$ cat config.mk
export PLATFORM = sky130hd
export DESIGN_NAME = cpu_ctl_pins
export DESIGN_NICKNAME = d
export VERILOG_FILES = /design/src/logic/cpu_ctl_pkg.sv /design/src/logic/cpu_ctl_pins.sv
export SDC_FILE = /design/constraint.sdc
export NUM_CORES = 1
export LEC_CHECK = 0
export BUFFER_PORTS_ARGS = -buffer_cell sky130_fd_sc_hd__clkbuf_2
export CAP_MARGIN = 30
export CORE_ASPECT_RATIO = 1.1
export CORE_UTILIZATION = 50
export CTS_CLUSTER_SIZE = 30
export DETAILED_ROUTE_END_ITERATION = 10
export PLACE_DENSITY = 0.77
export SETUP_SLACK_MARGIN = 0.3
export SYNTH_ARGS = -nofsm -noshare
export SYNTH_HDL_FRONTEND = slang
export SYNTH_SLANG_ARGS = --single-unit
$ cat constraint.sdc
create_clock -name clk_i -period 2.8 [get_ports clk_i]
set_clock_uncertainty 0.15 [all_clocks]
set_input_delay 0 -clock clk_i [delete_from_list [all_inputs] [get_ports clk_i]]
set_output_delay 0 -clock clk_i [all_outputs]
set_load 0.05 [all_outputs]
$ cat src/logic/cpu_ctl_pkg.sv
// Constants, pin group and state type for the processor control-pin block.
// Assumes a single 10 MHz system clock and a synchronous active-low reset.
package cpu_ctl_pkg;

  // Clock rate and processor-cycle divider (two clocks per processor cycle)
  localparam int unsigned CLK_HZ       = 10_000_000;
  localparam logic        PROC_DIV_END = 1'b1;

  // Reset pin must stay high for more than this many clocks
  localparam int unsigned RESET_HOLD_CYC = 16;
  localparam logic [4:0]  RESET_HOLD_CNT = 5'(RESET_HOLD_CYC);

  // Internal initialisation time after reset falls, in clocks
  localparam int unsigned INIT_CYC = 50;
  localparam logic [5:0]  INIT_CNT = 6'(INIT_CYC);

  // Internally supplied non-maskable vector
  localparam logic [7:0] NMI_VECTOR = 8'h02;

  // Positions of the control pins inside the synchroniser vector
  localparam int unsigned SY_HOLD  = 0;
  localparam int unsigned SY_MASKABLE_IRQ  = 1;
  localparam int unsigned SY_NMI   = 2;
  localparam int unsigned SY_OPREQ = 3;
  localparam int unsigned SY_BUSYN = 4;
  localparam int unsigned SY_ERRN  = 5;
  localparam int unsigned SY_RDYN  = 6;
  localparam int unsigned SY_RESET = 7;
  localparam int unsigned SY_W     = 8;
  // Active-low pins rest high in the synchroniser after reset
  localparam logic [7:0]  SYNC_RST = 8'h70;

  // Cycle status encodings
  localparam logic [1:0] CS_NONE   = 2'h3;
  localparam logic [1:0] CS_INTACK = 2'h0;
  localparam logic [1:0] CS_MEMRD  = 2'h1;

  // Bus-side output pins driven together
  typedef struct packed {
    logic [1:0]  cycle_status_lines;
    logic        mem_io_select;
    logic        code_intack_select;
    logic        high_byte_enable_n;
    logic        bus_exclusive_n;
    logic        ext_operand_ack_n;
    logic [23:0] address_lines;
  } pin_out_t;

  // Pin levels while reset is active
  localparam pin_out_t PINS_RESET = '{
    cycle_status_lines: 2'h3, mem_io_select: 1'b0,
    code_intack_select: 1'b0, high_byte_enable_n: 1'b1,
    bus_exclusive_n: 1'b1, ext_operand_ack_n: 1'b1,
    address_lines: 24'hffffff};

  // Bus sequencer states
  typedef enum logic [2:0] {
    BS_INIT, BS_IDLE, BS_FLOAT, BS_GRANT, BS_ACK1, BS_ACK2, BS_OPND
  } bus_state_t;

endpackage

$ cat src/logic/cpu_ctl_pins.sv
// Processor control-pin logic: bus grant, interrupts, coprocessor
// handshake and reset entry, all on one system clock.
// Assumes the core supplies instruction and bus-boundary strobes on clk_i
// and that external buffers resolve the output enables to pin levels.
//
// Function
// - Float bus drivers before raising grant acknowledge
// - Keep grant while requested, then reclaim bus
// - Grant request is asynchronous, active high
// - Grant acknowledge is always actively driven
// - Maskable request ignored with interrupt flag clear
// - Two acknowledge cycles fetch 8-bit vector
// - Sample request each processor cycle, two ahead
// - Maskable request is asynchronous level, active high
// - Non-maskable uses vector two, no acknowledges
// - Interrupt flag does not affect non-maskable
// - Synchronise non-maskable input, then detect rise
// - Operand request answered by transfer with acknowledge
// - Operand acknowledge low-active, floats high during grant
// - Busy stalls coprocessor waits; interrupts still taken
// - Error during coprocessor wait raises extension interrupt
// - Busy and error are asynchronous, active low
// - Reset high over sixteen clocks reinitialises
// - Defined pin levels while reset is active
// - About fifty clocks initialisation before first fetch
// - Ready ignored while bus is granted
module cpu_ctl_pins (
  // Clock and block reset
  input  wire logic                  clk_i,
  input  wire logic                  nrst_i,
  // Pins from the system
  input  wire logic                  reset_pin_i,
  input  wire logic                  bus_grant_request_i,
  input  wire logic                  maskable_irq_i,
  input  wire logic                  nonmaskable_irq_i,
  input  wire logic                  ext_operand_req_i,
  input  wire logic                  coproc_stall_n_i,
  input  wire logic                  coproc_fault_n_i,
  input  wire logic                  ready_n_i,
  input  wire logic [15:0]           data_lines_i,
  // Requests from the execution core
  input  wire logic                  if_flag_i,
  input  wire logic                  instr_end_i,
  input  wire logic                  bus_boundary_i,
  input  wire logic                  lock_seq_i,
  input  wire logic                  coproc_wait_i,
  input  wire logic [23:0]           opnd_addr_i,
  // Pins to the system
  output logic                       bus_grant_ack_o,
  output cpu_ctl_pkg::pin_out_t      pins_o,
  output logic                       bus_oe_o,
  output logic                       ext_operand_ack_oe_o,
  output logic                       data_oe_o,
  // Answers to the execution core
  output logic                       core_reset_o,
  output logic                       fetch_start_o,
  output logic                       exec_stall_o,
  output logic                       ext_fault_o,
  output logic                       int_take_o,
  output logic [7:0]                 int_vector_o,
  output logic                       opnd_done_o
);
  import cpu_ctl_pkg::*;

  logic [SY_W-1:0] sync1_r;
  logic [SY_W-1:0] sync2_r;
  logic [15:0]     data1_r;
  logic [15:0]     data2_r;
  logic [SY_W-1:0] pin_raw;
  logic            proc_div_r;
  logic            proc_en;
  logic [4:0]      rst_cnt_r;
  logic            in_reset_r;
  logic [5:0]      init_cnt_r;
  logic            nmi_old_r;
  logic            nmi_pend_r;
  logic            maskable_irq_smp_r;
  logic            maskable_irq_old_r;
  logic            maskable_irq_go_r;
  logic            take_point;
  logic            ready_s;
  bus_state_t      st_r;
  bus_state_t      st_nxt;
  // Gather the asynchronous pins into one vector
  assign pin_raw = {reset_pin_i, ready_n_i, coproc_fault_n_i,
                    coproc_stall_n_i, ext_operand_req_i,
                    nonmaskable_irq_i, maskable_irq_i, bus_grant_request_i};
  // Two flops per pin; the first stage feeds only the second
  genvar g;
  generate
    for (g = 0; g < SY_W; g++) begin : g_sync
      always_ff @(posedge clk_i) begin
        if (!nrst_i) begin
          sync1_r[g] <= SYNC_RST[g];
          sync2_r[g] <= SYNC_RST[g];
        end else begin
          sync1_r[g] <= pin_raw[g];
          sync2_r[g] <= sync1_r[g];
        end
      end
    end
  endgenerate
  // Data lines are sampled through two stages, aligned with ready
  always_ff @(posedge clk_i) begin
    if (!nrst_i) begin
      data1_r <= 16'h0000;
      data2_r <= 16'h0000;
    end else begin
      data1_r <= data_lines_i;
      data2_r <= data1_r;
    end
  end
  assign ready_s = !sync2_r[SY_RDYN];
  // Processor-cycle enable: one pulse every two clocks
  always_ff @(posedge clk_i) begin
    if (!nrst_i || in_reset_r) begin
      proc_div_r <= 1'b0;
    end else begin
      proc_div_r <= !proc_div_r;
    end
  end
  assign proc_en = (proc_div_r == PROC_DIV_END);
  // Reset pin must stay high for more than the hold count
  always_ff @(posedge clk_i) begin
    if (!nrst_i) begin
      rst_cnt_r  <= 5'h00;
      in_reset_r <= 1'b1;
    end else if (sync2_r[SY_RESET]) begin
      if (rst_cnt_r != RESET_HOLD_CNT) begin
        rst_cnt_r <= rst_cnt_r + 5'h01;
      end else begin
        in_reset_r <= 1'b1;
      end
    end else begin
      rst_cnt_r  <= 5'h00;
      in_reset_r <= 1'b0;
    end
  end
  // Initialisation delay before the first code fetch
  always_ff @(posedge clk_i) begin
    if (!nrst_i || in_reset_r) begin
      init_cnt_r    <= 6'h00;
      fetch_start_o <= 1'b0;
    end else begin
      fetch_start_o <= (st_r == BS_INIT) &&
                       (init_cnt_r == INIT_CNT - 6'h01);
      if (st_r == BS_INIT) begin
        init_cnt_r <= init_cnt_r + 6'h01;
      end
    end
  end

  // Non-maskable request: edge after synchronisation, flag ignored
  always_ff @(posedge clk_i) begin
    if (!nrst_i || in_reset_r) begin
      nmi_old_r  <= 1'b0;
      nmi_pend_r <= 1'b0;
    end else begin
      nmi_old_r <= sync2_r[SY_NMI];
      if (sync2_r[SY_NMI] && !nmi_old_r) begin
        nmi_pend_r <= 1'b1;
      end else if (take_point) begin
        nmi_pend_r <= 1'b0;
      end
    end
  end
  // Interrupts are taken at an instruction end or while stalled
  assign take_point = instr_end_i || exec_stall_o;
  // Maskable request sampled at each processor cycle start
  always_ff @(posedge clk_i) begin
    if (!nrst_i || in_reset_r) begin
      maskable_irq_smp_r <= 1'b0;
      maskable_irq_old_r <= 1'b0;
    end else if (proc_en) begin
      maskable_irq_smp_r <= sync2_r[SY_MASKABLE_IRQ];
      maskable_irq_old_r <= maskable_irq_smp_r;
    end
  end
  // A level seen two processor cycles back qualifies at the take point
  always_ff @(posedge clk_i) begin
    if (!nrst_i || in_reset_r) begin
      maskable_irq_go_r <= 1'b0;
    end else if (take_point && !nmi_pend_r && if_flag_i &&
                 maskable_irq_old_r && maskable_irq_smp_r) begin
      maskable_irq_go_r <= 1'b1;
    end else if (st_r == BS_ACK1) begin
      maskable_irq_go_r <= 1'b0;
    end
  end
  // Bus sequencer: grant, acknowledge pair and operand transfer
  always_comb begin
    st_nxt = st_r;
    case (st_r)
      BS_INIT: begin
        if (fetch_start_o) begin
          st_nxt = BS_IDLE;
        end
      end
      BS_IDLE: begin
        if (sync2_r[SY_HOLD] && bus_boundary_i && !lock_seq_i) begin
          st_nxt = BS_FLOAT;
        end else if (maskable_irq_go_r) begin
          st_nxt = BS_ACK1;
        end else if (sync2_r[SY_OPREQ]) begin
          st_nxt = BS_OPND;
        end
      end
      BS_FLOAT: begin
        st_nxt = BS_GRANT;
      end
      BS_GRANT: begin
        if (!sync2_r[SY_HOLD]) begin
          st_nxt = BS_IDLE;
        end
      end
      BS_ACK1: begin
        if (ready_s) begin
          st_nxt = BS_ACK2;
        end
      end
      BS_ACK2, BS_OPND: begin
        if (ready_s) begin
          st_nxt = BS_IDLE;
        end
      end
      default: begin
        st_nxt = BS_IDLE;
      end
    endcase
  end
  // State register and core reset, both held while reset is active
  always_ff @(posedge clk_i) begin
    if (!nrst_i || in_reset_r) begin
      st_r         <= BS_INIT;
      core_reset_o <= 1'b1;
    end else begin
      st_r         <= st_nxt;
      core_reset_o <= 1'b0;
    end
  end
  // Grant acknowledge is a plain driven output, never floated
  always_ff @(posedge clk_i) begin
    if (!nrst_i || in_reset_r) begin
      bus_grant_ack_o <= 1'b0;
    end else begin
      bus_grant_ack_o <= (st_nxt == BS_GRANT);
    end
  end
  // Drivers float one cycle ahead of the acknowledge
  always_ff @(posedge clk_i) begin
    if (!nrst_i || in_reset_r) begin
      bus_oe_o             <= 1'b1;
      ext_operand_ack_oe_o <= 1'b1;
      data_oe_o            <= 1'b0;
    end else begin
      bus_oe_o             <= !(st_nxt inside {BS_FLOAT, BS_GRANT});
      ext_operand_ack_oe_o <= !(st_nxt inside {BS_FLOAT, BS_GRANT});
      data_oe_o            <= 1'b0; // Operand cycles here are reads only
    end
  end
  // Pin levels per sequencer state; floated pins rest at logic one
  always_ff @(posedge clk_i) begin
    if (!nrst_i || in_reset_r) begin
      pins_o <= PINS_RESET;
    end else begin
      pins_o                    <= PINS_RESET;
      pins_o.mem_io_select      <= 1'b1;
      pins_o.code_intack_select <= 1'b1;
      pins_o.bus_exclusive_n    <= !lock_seq_i;
      case (st_nxt)
        BS_ACK1, BS_ACK2: begin
          pins_o.cycle_status_lines <= CS_INTACK;
          pins_o.mem_io_select      <= 1'b0;
          pins_o.code_intack_select <= 1'b0;
          pins_o.bus_exclusive_n    <= 1'b0; // Pair is locked
          pins_o.address_lines      <= 24'h000000;
        end
        BS_OPND: begin
          pins_o.cycle_status_lines <= CS_MEMRD;
          pins_o.code_intack_select <= 1'b0;
          pins_o.ext_operand_ack_n  <= 1'b0;
          pins_o.address_lines      <= opnd_addr_i;
        end
        default: begin
        end
      endcase
    end
  end
  // Interrupt delivery (vector from bus or internal) and operand end
  always_ff @(posedge clk_i) begin
    if (!nrst_i || in_reset_r) begin
      int_take_o   <= 1'b0;
      int_vector_o <= 8'h00;
      opnd_done_o  <= 1'b0;
    end else begin
      int_take_o  <= 1'b0;
      opnd_done_o <= (st_r == BS_OPND) && ready_s;
      if (take_point && nmi_pend_r) begin
        int_take_o   <= 1'b1;
        int_vector_o <= NMI_VECTOR;
      end else if (st_r == BS_ACK2 && ready_s) begin
        int_take_o   <= 1'b1;
        int_vector_o <= data2_r[7:0];
      end
    end
  end

  // Coprocessor busy stalls; an error pulses while the wait stands
  always_ff @(posedge clk_i) begin
    if (!nrst_i || in_reset_r) begin
      exec_stall_o <= 1'b0;
      ext_fault_o  <= 1'b0;
    end else begin
      exec_stall_o <= coproc_wait_i && !sync2_r[SY_BUSYN];
      ext_fault_o  <= coproc_wait_i && sync2_r[SY_BUSYN] &&
                      !sync2_r[SY_ERRN] && !ext_fault_o;
    end
  end
endmodule

After elaboration in Yosys (flattened, before gate mapping)
Index checks and enable logic that the tools add are counted.
- reductions and logical operators: 37
- add/subtract/negate cells: 2
- multiplexer cells: 25
- equal/unequal tests: 14
- operator list (operator ; number):
    one-hot mux 24 bit (2 select lines) ; 1
    2-to-1 mux 3 bit ; 7
    equality test 3 bit, second input constant ; 6
    one-hot mux 3 bit (6 select lines) ; 1
    logical AND 1 bit ; 15
    2-to-1 mux 1 bit ; 13
    equality test 3 x 2 -> 1 bit, second input constant ; 4
    logical NOT 1 bit ; 10
    nonzero test 2 bit ; 4
    adder 6 x 1 -> 6 bit, second input constant ; 1
    equality test 6 bit, second input constant ; 1
    OR reduction 2 bit ; 3
    adder 5 x 1 -> 5 bit, second input constant ; 1
    inequality test 5 bit, second input constant ; 1
    2-to-1 mux 2 bit ; 2
    one-hot mux 2 bit (2 select lines) ; 1
    equality test 3 x 1 -> 1 bit, second input constant ; 1
    logical NOT 3 bit ; 1
    OR reduction 3 bit ; 1
    logical OR 1 bit ; 2
    inequality test 2 bit, second input constant ; 1
    AND reduction 2 bit ; 1
- bits in registers: 100

Depth between registers and ports, before layout
- depth after elaboration: 7
- gate-level depth with buffers: 6
- gate-level depth less buffers: 6

Worst setup path before layout
Ideal clock, no wire load.
- path type: register to register
- start: register st_r[2]
- end: register ext_operand_ack_oe_o
- stages on the path, launching flop included: 5
- buffers on the path: 0
- clock period less this slack: 1562 ps
- required time: 2523 ps
- setup slack: 1238 ps
- arrival: 1285 ps
- cells stage by stage: dfxtp_1 -> or3b_4 -> a21oi_1 -> a21oi_1 -> or3_1
- longest elaborated chain between the ends: 7
- elaborated cells on any way between the ends: 20
- those cells by class: eq/ne (8); mux (8); reduce/logical (4)
- RTL lines (item ; RTL line ; RTL):
    start: declaration ; cpu_ctl_pins.sv:82 ; bus_state_t st_r;
    start signal: assignment ; cpu_ctl_pins.sv:237 ; st_r <= st_nxt;
    2-to-1 mux 3 bit ; cpu_ctl_pins.sv:204 ; end else if (sync2_r[SY_OPREQ]) begin
    2-to-1 mux 3 bit ; cpu_ctl_pins.sv:202 ; end else if (maskable_irq_go_r) begin
    2-to-1 mux 3 bit ; cpu_ctl_pins.sv:200 ; if (sync2_r[SY_HOLD] && bus_boundary_i && !lock_seq_i) begin
    one-hot mux 3 bit (6 select lines) * ; cpu_ctl_pins.sv:193 ; case (st_r)
    equality test 3 x 2 -> 1 bit ; cpu_ctl_pins.sv:257 ; ext_operand_ack_oe_o <= !(st_nxt inside {BS_FLOAT, BS_GRANT});
    nonzero test 2 bit * ; cpu_ctl_pins.sv:257 ;
    logical NOT 1 bit * ; cpu_ctl_pins.sv:257 ;
    end signal: assignment ; cpu_ctl_pins.sv:257 ;
    end: declaration ; cpu_ctl_pins.sv:52 ; output logic ext_operand_ack_oe_o,
Every way passes the cells marked *; elsewhere a longest branch is shown, timed or not.
A chain may end at the register's enable or synchronous reset.

Worst setup path after layout
- start: register st_r[0]
- end: register pins_o[11] (netlist bit)
- longest elaborated chain between the ends: 7
- elaborated cells on any way between the ends: 21
- those cells by class: eq/ne (9); mux (9); reduce/logical (3)
- RTL lines (item ; RTL line ; RTL):
    2-to-1 mux 3 bit ; cpu_ctl_pins.sv:204 ;
    2-to-1 mux 3 bit ; cpu_ctl_pins.sv:202 ;
    2-to-1 mux 3 bit ; cpu_ctl_pins.sv:200 ;
    one-hot mux 3 bit (6 select lines) * ; cpu_ctl_pins.sv:193 ;
    equality test 3 bit ; cpu_ctl_pins.sv:270 ; case (st_nxt)
    OR reduction 2 bit ; cpu_ctl_pins.sv:270 ;
    one-hot mux 24 bit (2 select lines) * ; cpu_ctl_pins.sv:270 ;
    end: declaration ; cpu_ctl_pins.sv:50 ; output cpu_ctl_pkg::pin_out_t pins_o,
Marked as above.

==> flow_metrics.tcl <==
set metrics [dict create \
    cts-root-buf "clkbuf_8" \
    grt_pass1_wl_um 10100 \
    synthCells 324 \
    antenna_found_initial 0 \
    min_period_ns 1.95 \
    via_per_inst 4.59 \
    firstDrtPassIters 4 \
    period_share 0.698 \
    tightest_slew_ns 0.630 \
    ys_warn_count 0 \
    start_util 0.520 \
    fin_tns_setup_ns 0 \
    clkLatencyLatePin_ns 0.35 \
    drtAntennaViolNets 0 \
    cts_buffer_depth 2 \
    crit_required_ns 2.86 \
    dp_hpwl_um 3790 \
    min_path_type "primary input to register" \
    post_cts_resized 0 \
    clkSinkCount 99 \
    ys_ff_latch 99 \
    nets 521 \
    gp_congestion 0.822 \
    grt_pass1_vias 2323 \
    pin_count 104 \
    vias 2510 \
    leakage_uw 0.00181 \
    ir_drop_mv 0.430 \
    synth.cell_area_um2 3240 \
    htree_levels 3 \
    dieWidth_um 78.7 \
    routed_wl_um 6140 \
    cp-start-kind "register" \
    grt_usage 0.192 \
    clk_pin_slew_ns 0.09 \
    portBuffers 93 \
    final_cell_mix "dfxtp_1 (99), clkbuf_2 (93), nand2_1 (74)" \
    cp.arrival_ns 2.01 \
    rows 30 \
    timing.fmax_mhz 512 \
    grt_max_degree 36 \
    end_kind "register" \
    finalMaxSlewViolations 0 \
    setup.worst_path.class "register to register" \
    synthDistinctLibCells 43 \
    path_max_fanout 27 \
    ys_seq_area_frac 0.612 \
    synth_edf_count 0 \
    status "finished, final reports clean" \
    fp.dieH_um 86.4 \
    syn-num-nets 383 \
    fillerInstances 493 \
    area_growth_pct 35.8 \
    syn_avg_cell_area_um2 10.0 \
    coreArea_um2 6230 \
    hold_violations 0 \
    die_area_um2 6810 \
    power_density_nw_per_um2 572 \
    grt.overflow.total 0 \
    maxSlewHeadroom 0.579 \
    drt_iter0_markers 56 \
    drc 0 \
    hold_buffers 47 \
    drive_above_1_share 0.251 \
    max-cap-violations 0 \
    wl_per_cell_um 11.2 \
    final_common_cell "dfxtp_1" \
    worst_hold_slack_ns 0.0824 \
    synthFlopType "dfxtp_1" \
    cts_tree "yes" \
    diodes 0 \
    grt_setup_unrepaired "false" \
    cts_setup_buffers 0 \
    async_reset_ff_frac 0 \
    cts_buffers 9 \
    setup_viol 0 \
]
## cell families after synthesis
kind of cell / share of synthesized area
xor gates and xnor gates: 0.0243
AOI/OAI and AO/OA: 0.0591
DFF: 0.612
adders and majority gates: 0.0155
and+or+nand+nor: 0.238
other: 0.00232
buffers and inverters: 0.0398
muxes: 0.00927
## cells in the mapped netlist (2+ instances only)
cell type  count  area share
xor2_1         6       0.016
nor4_1         2      0.0039
dfxtp_1       99        0.61
ha_1           4       0.015
buf_4          6       0.014
buf_6          2      0.0070
a21oi_1       11       0.017
inv_1          6      0.0070
conb_1         2      0.0023
nand2_1       74       0.086
o21ai_0        5      0.0077
nand4b_1       2      0.0054
mux2i_1        3      0.0093
o31a_1         2      0.0054
xnor2_1        3      0.0081
buf_2          4      0.0062
and3b_1        2      0.0054
or2b_1         3      0.0070
nor2b_1        4      0.0077
nor2_1        22       0.025
nand4_1        2      0.0039
clkbuf_1       4      0.0046
nor3_1         2      0.0031
nand3_1        3      0.0046
nand3b_1       3      0.0070
and2_1        27       0.052
nor4b_1        2      0.0054
nand2b_1       4      0.0077
## report_power, final
part | total [uW] | switching (uW) | internal [uW]
Clock | 923 | 495 | 427
Combinational | 148 | 61.6 | 86.6
Sequential | 1450 | 10.4 | 1440
Total | 2520 | 567 | 1950
## final cells by class
class / count / area, um^2 / share of cell area
Clock buffer: 9 / 124 / 0.0281
Clock inverter: 7 / 81.3 / 0.0185
Inverter: 7 / 26.3 / 0.00597
Multi-Input combinational cell: 202 / 1130 / 0.256
Sequential cell: 99 / 1980 / 0.450
Tap cell: 80 / 100 / 0.0227
Timing Repair Buffer: 143 / 958 / 0.218
## stage by stage
step                       util  std cells  total power [uW]  cell area, um^2  setup WS, ns
after detailed placement  0.598        484              1570             3720         0.844
after global routing      0.706        547              2620             4400         0.648
after floorplan               -        324              1530             3240          1.24
after global placement    0.598        484              1570             3720         0.901
after CTS                 0.706        547              2540             4400         0.836
final                     0.706        547              2520             4400         0.845
## worst max-delay path, cell delays in order, from the launching register on
cell       delay, ns
dfxtp_1         0.56
o2111ai_1       0.35
a21oi_4         0.61
nand2_1         0.13
## flip-flops by register name (all words and copies together) (netlist names), 3 cells and up
name,flops
data1_r,8
init_cnt_r,6
st_r,3
sync1_r,8
sync2_r,8
data2_r,8
rst_cnt_r,5
pins_o,30
int_vector_o,8
## path summary, 6_finish.rpt
| kind | startpoint | endpoint | depth (start not counted) | slack (ns) |
|---|---|---|---|---|
| worst max register to register | st_r[0] | pins_o[11] | 3 | 0.85 |
| worst max-delay path | st_r[0] | pins_o[11] | 3 | 0.85 |
| worst min register to register | sync2_r[5] | ext_fault_o | 1 | 0.26 |
| worst min-delay path | bus_boundary_i | pins_o[28] | 5 | 0.08 |
## layer usage
metal	global-route usage	wire, um
met3	0.0432	301
met5	0	0
met2	0.349	3060
met4	0.0842	56
met1	0.213	2720
No activity file was read; power rests on OpenSTA's default activity.
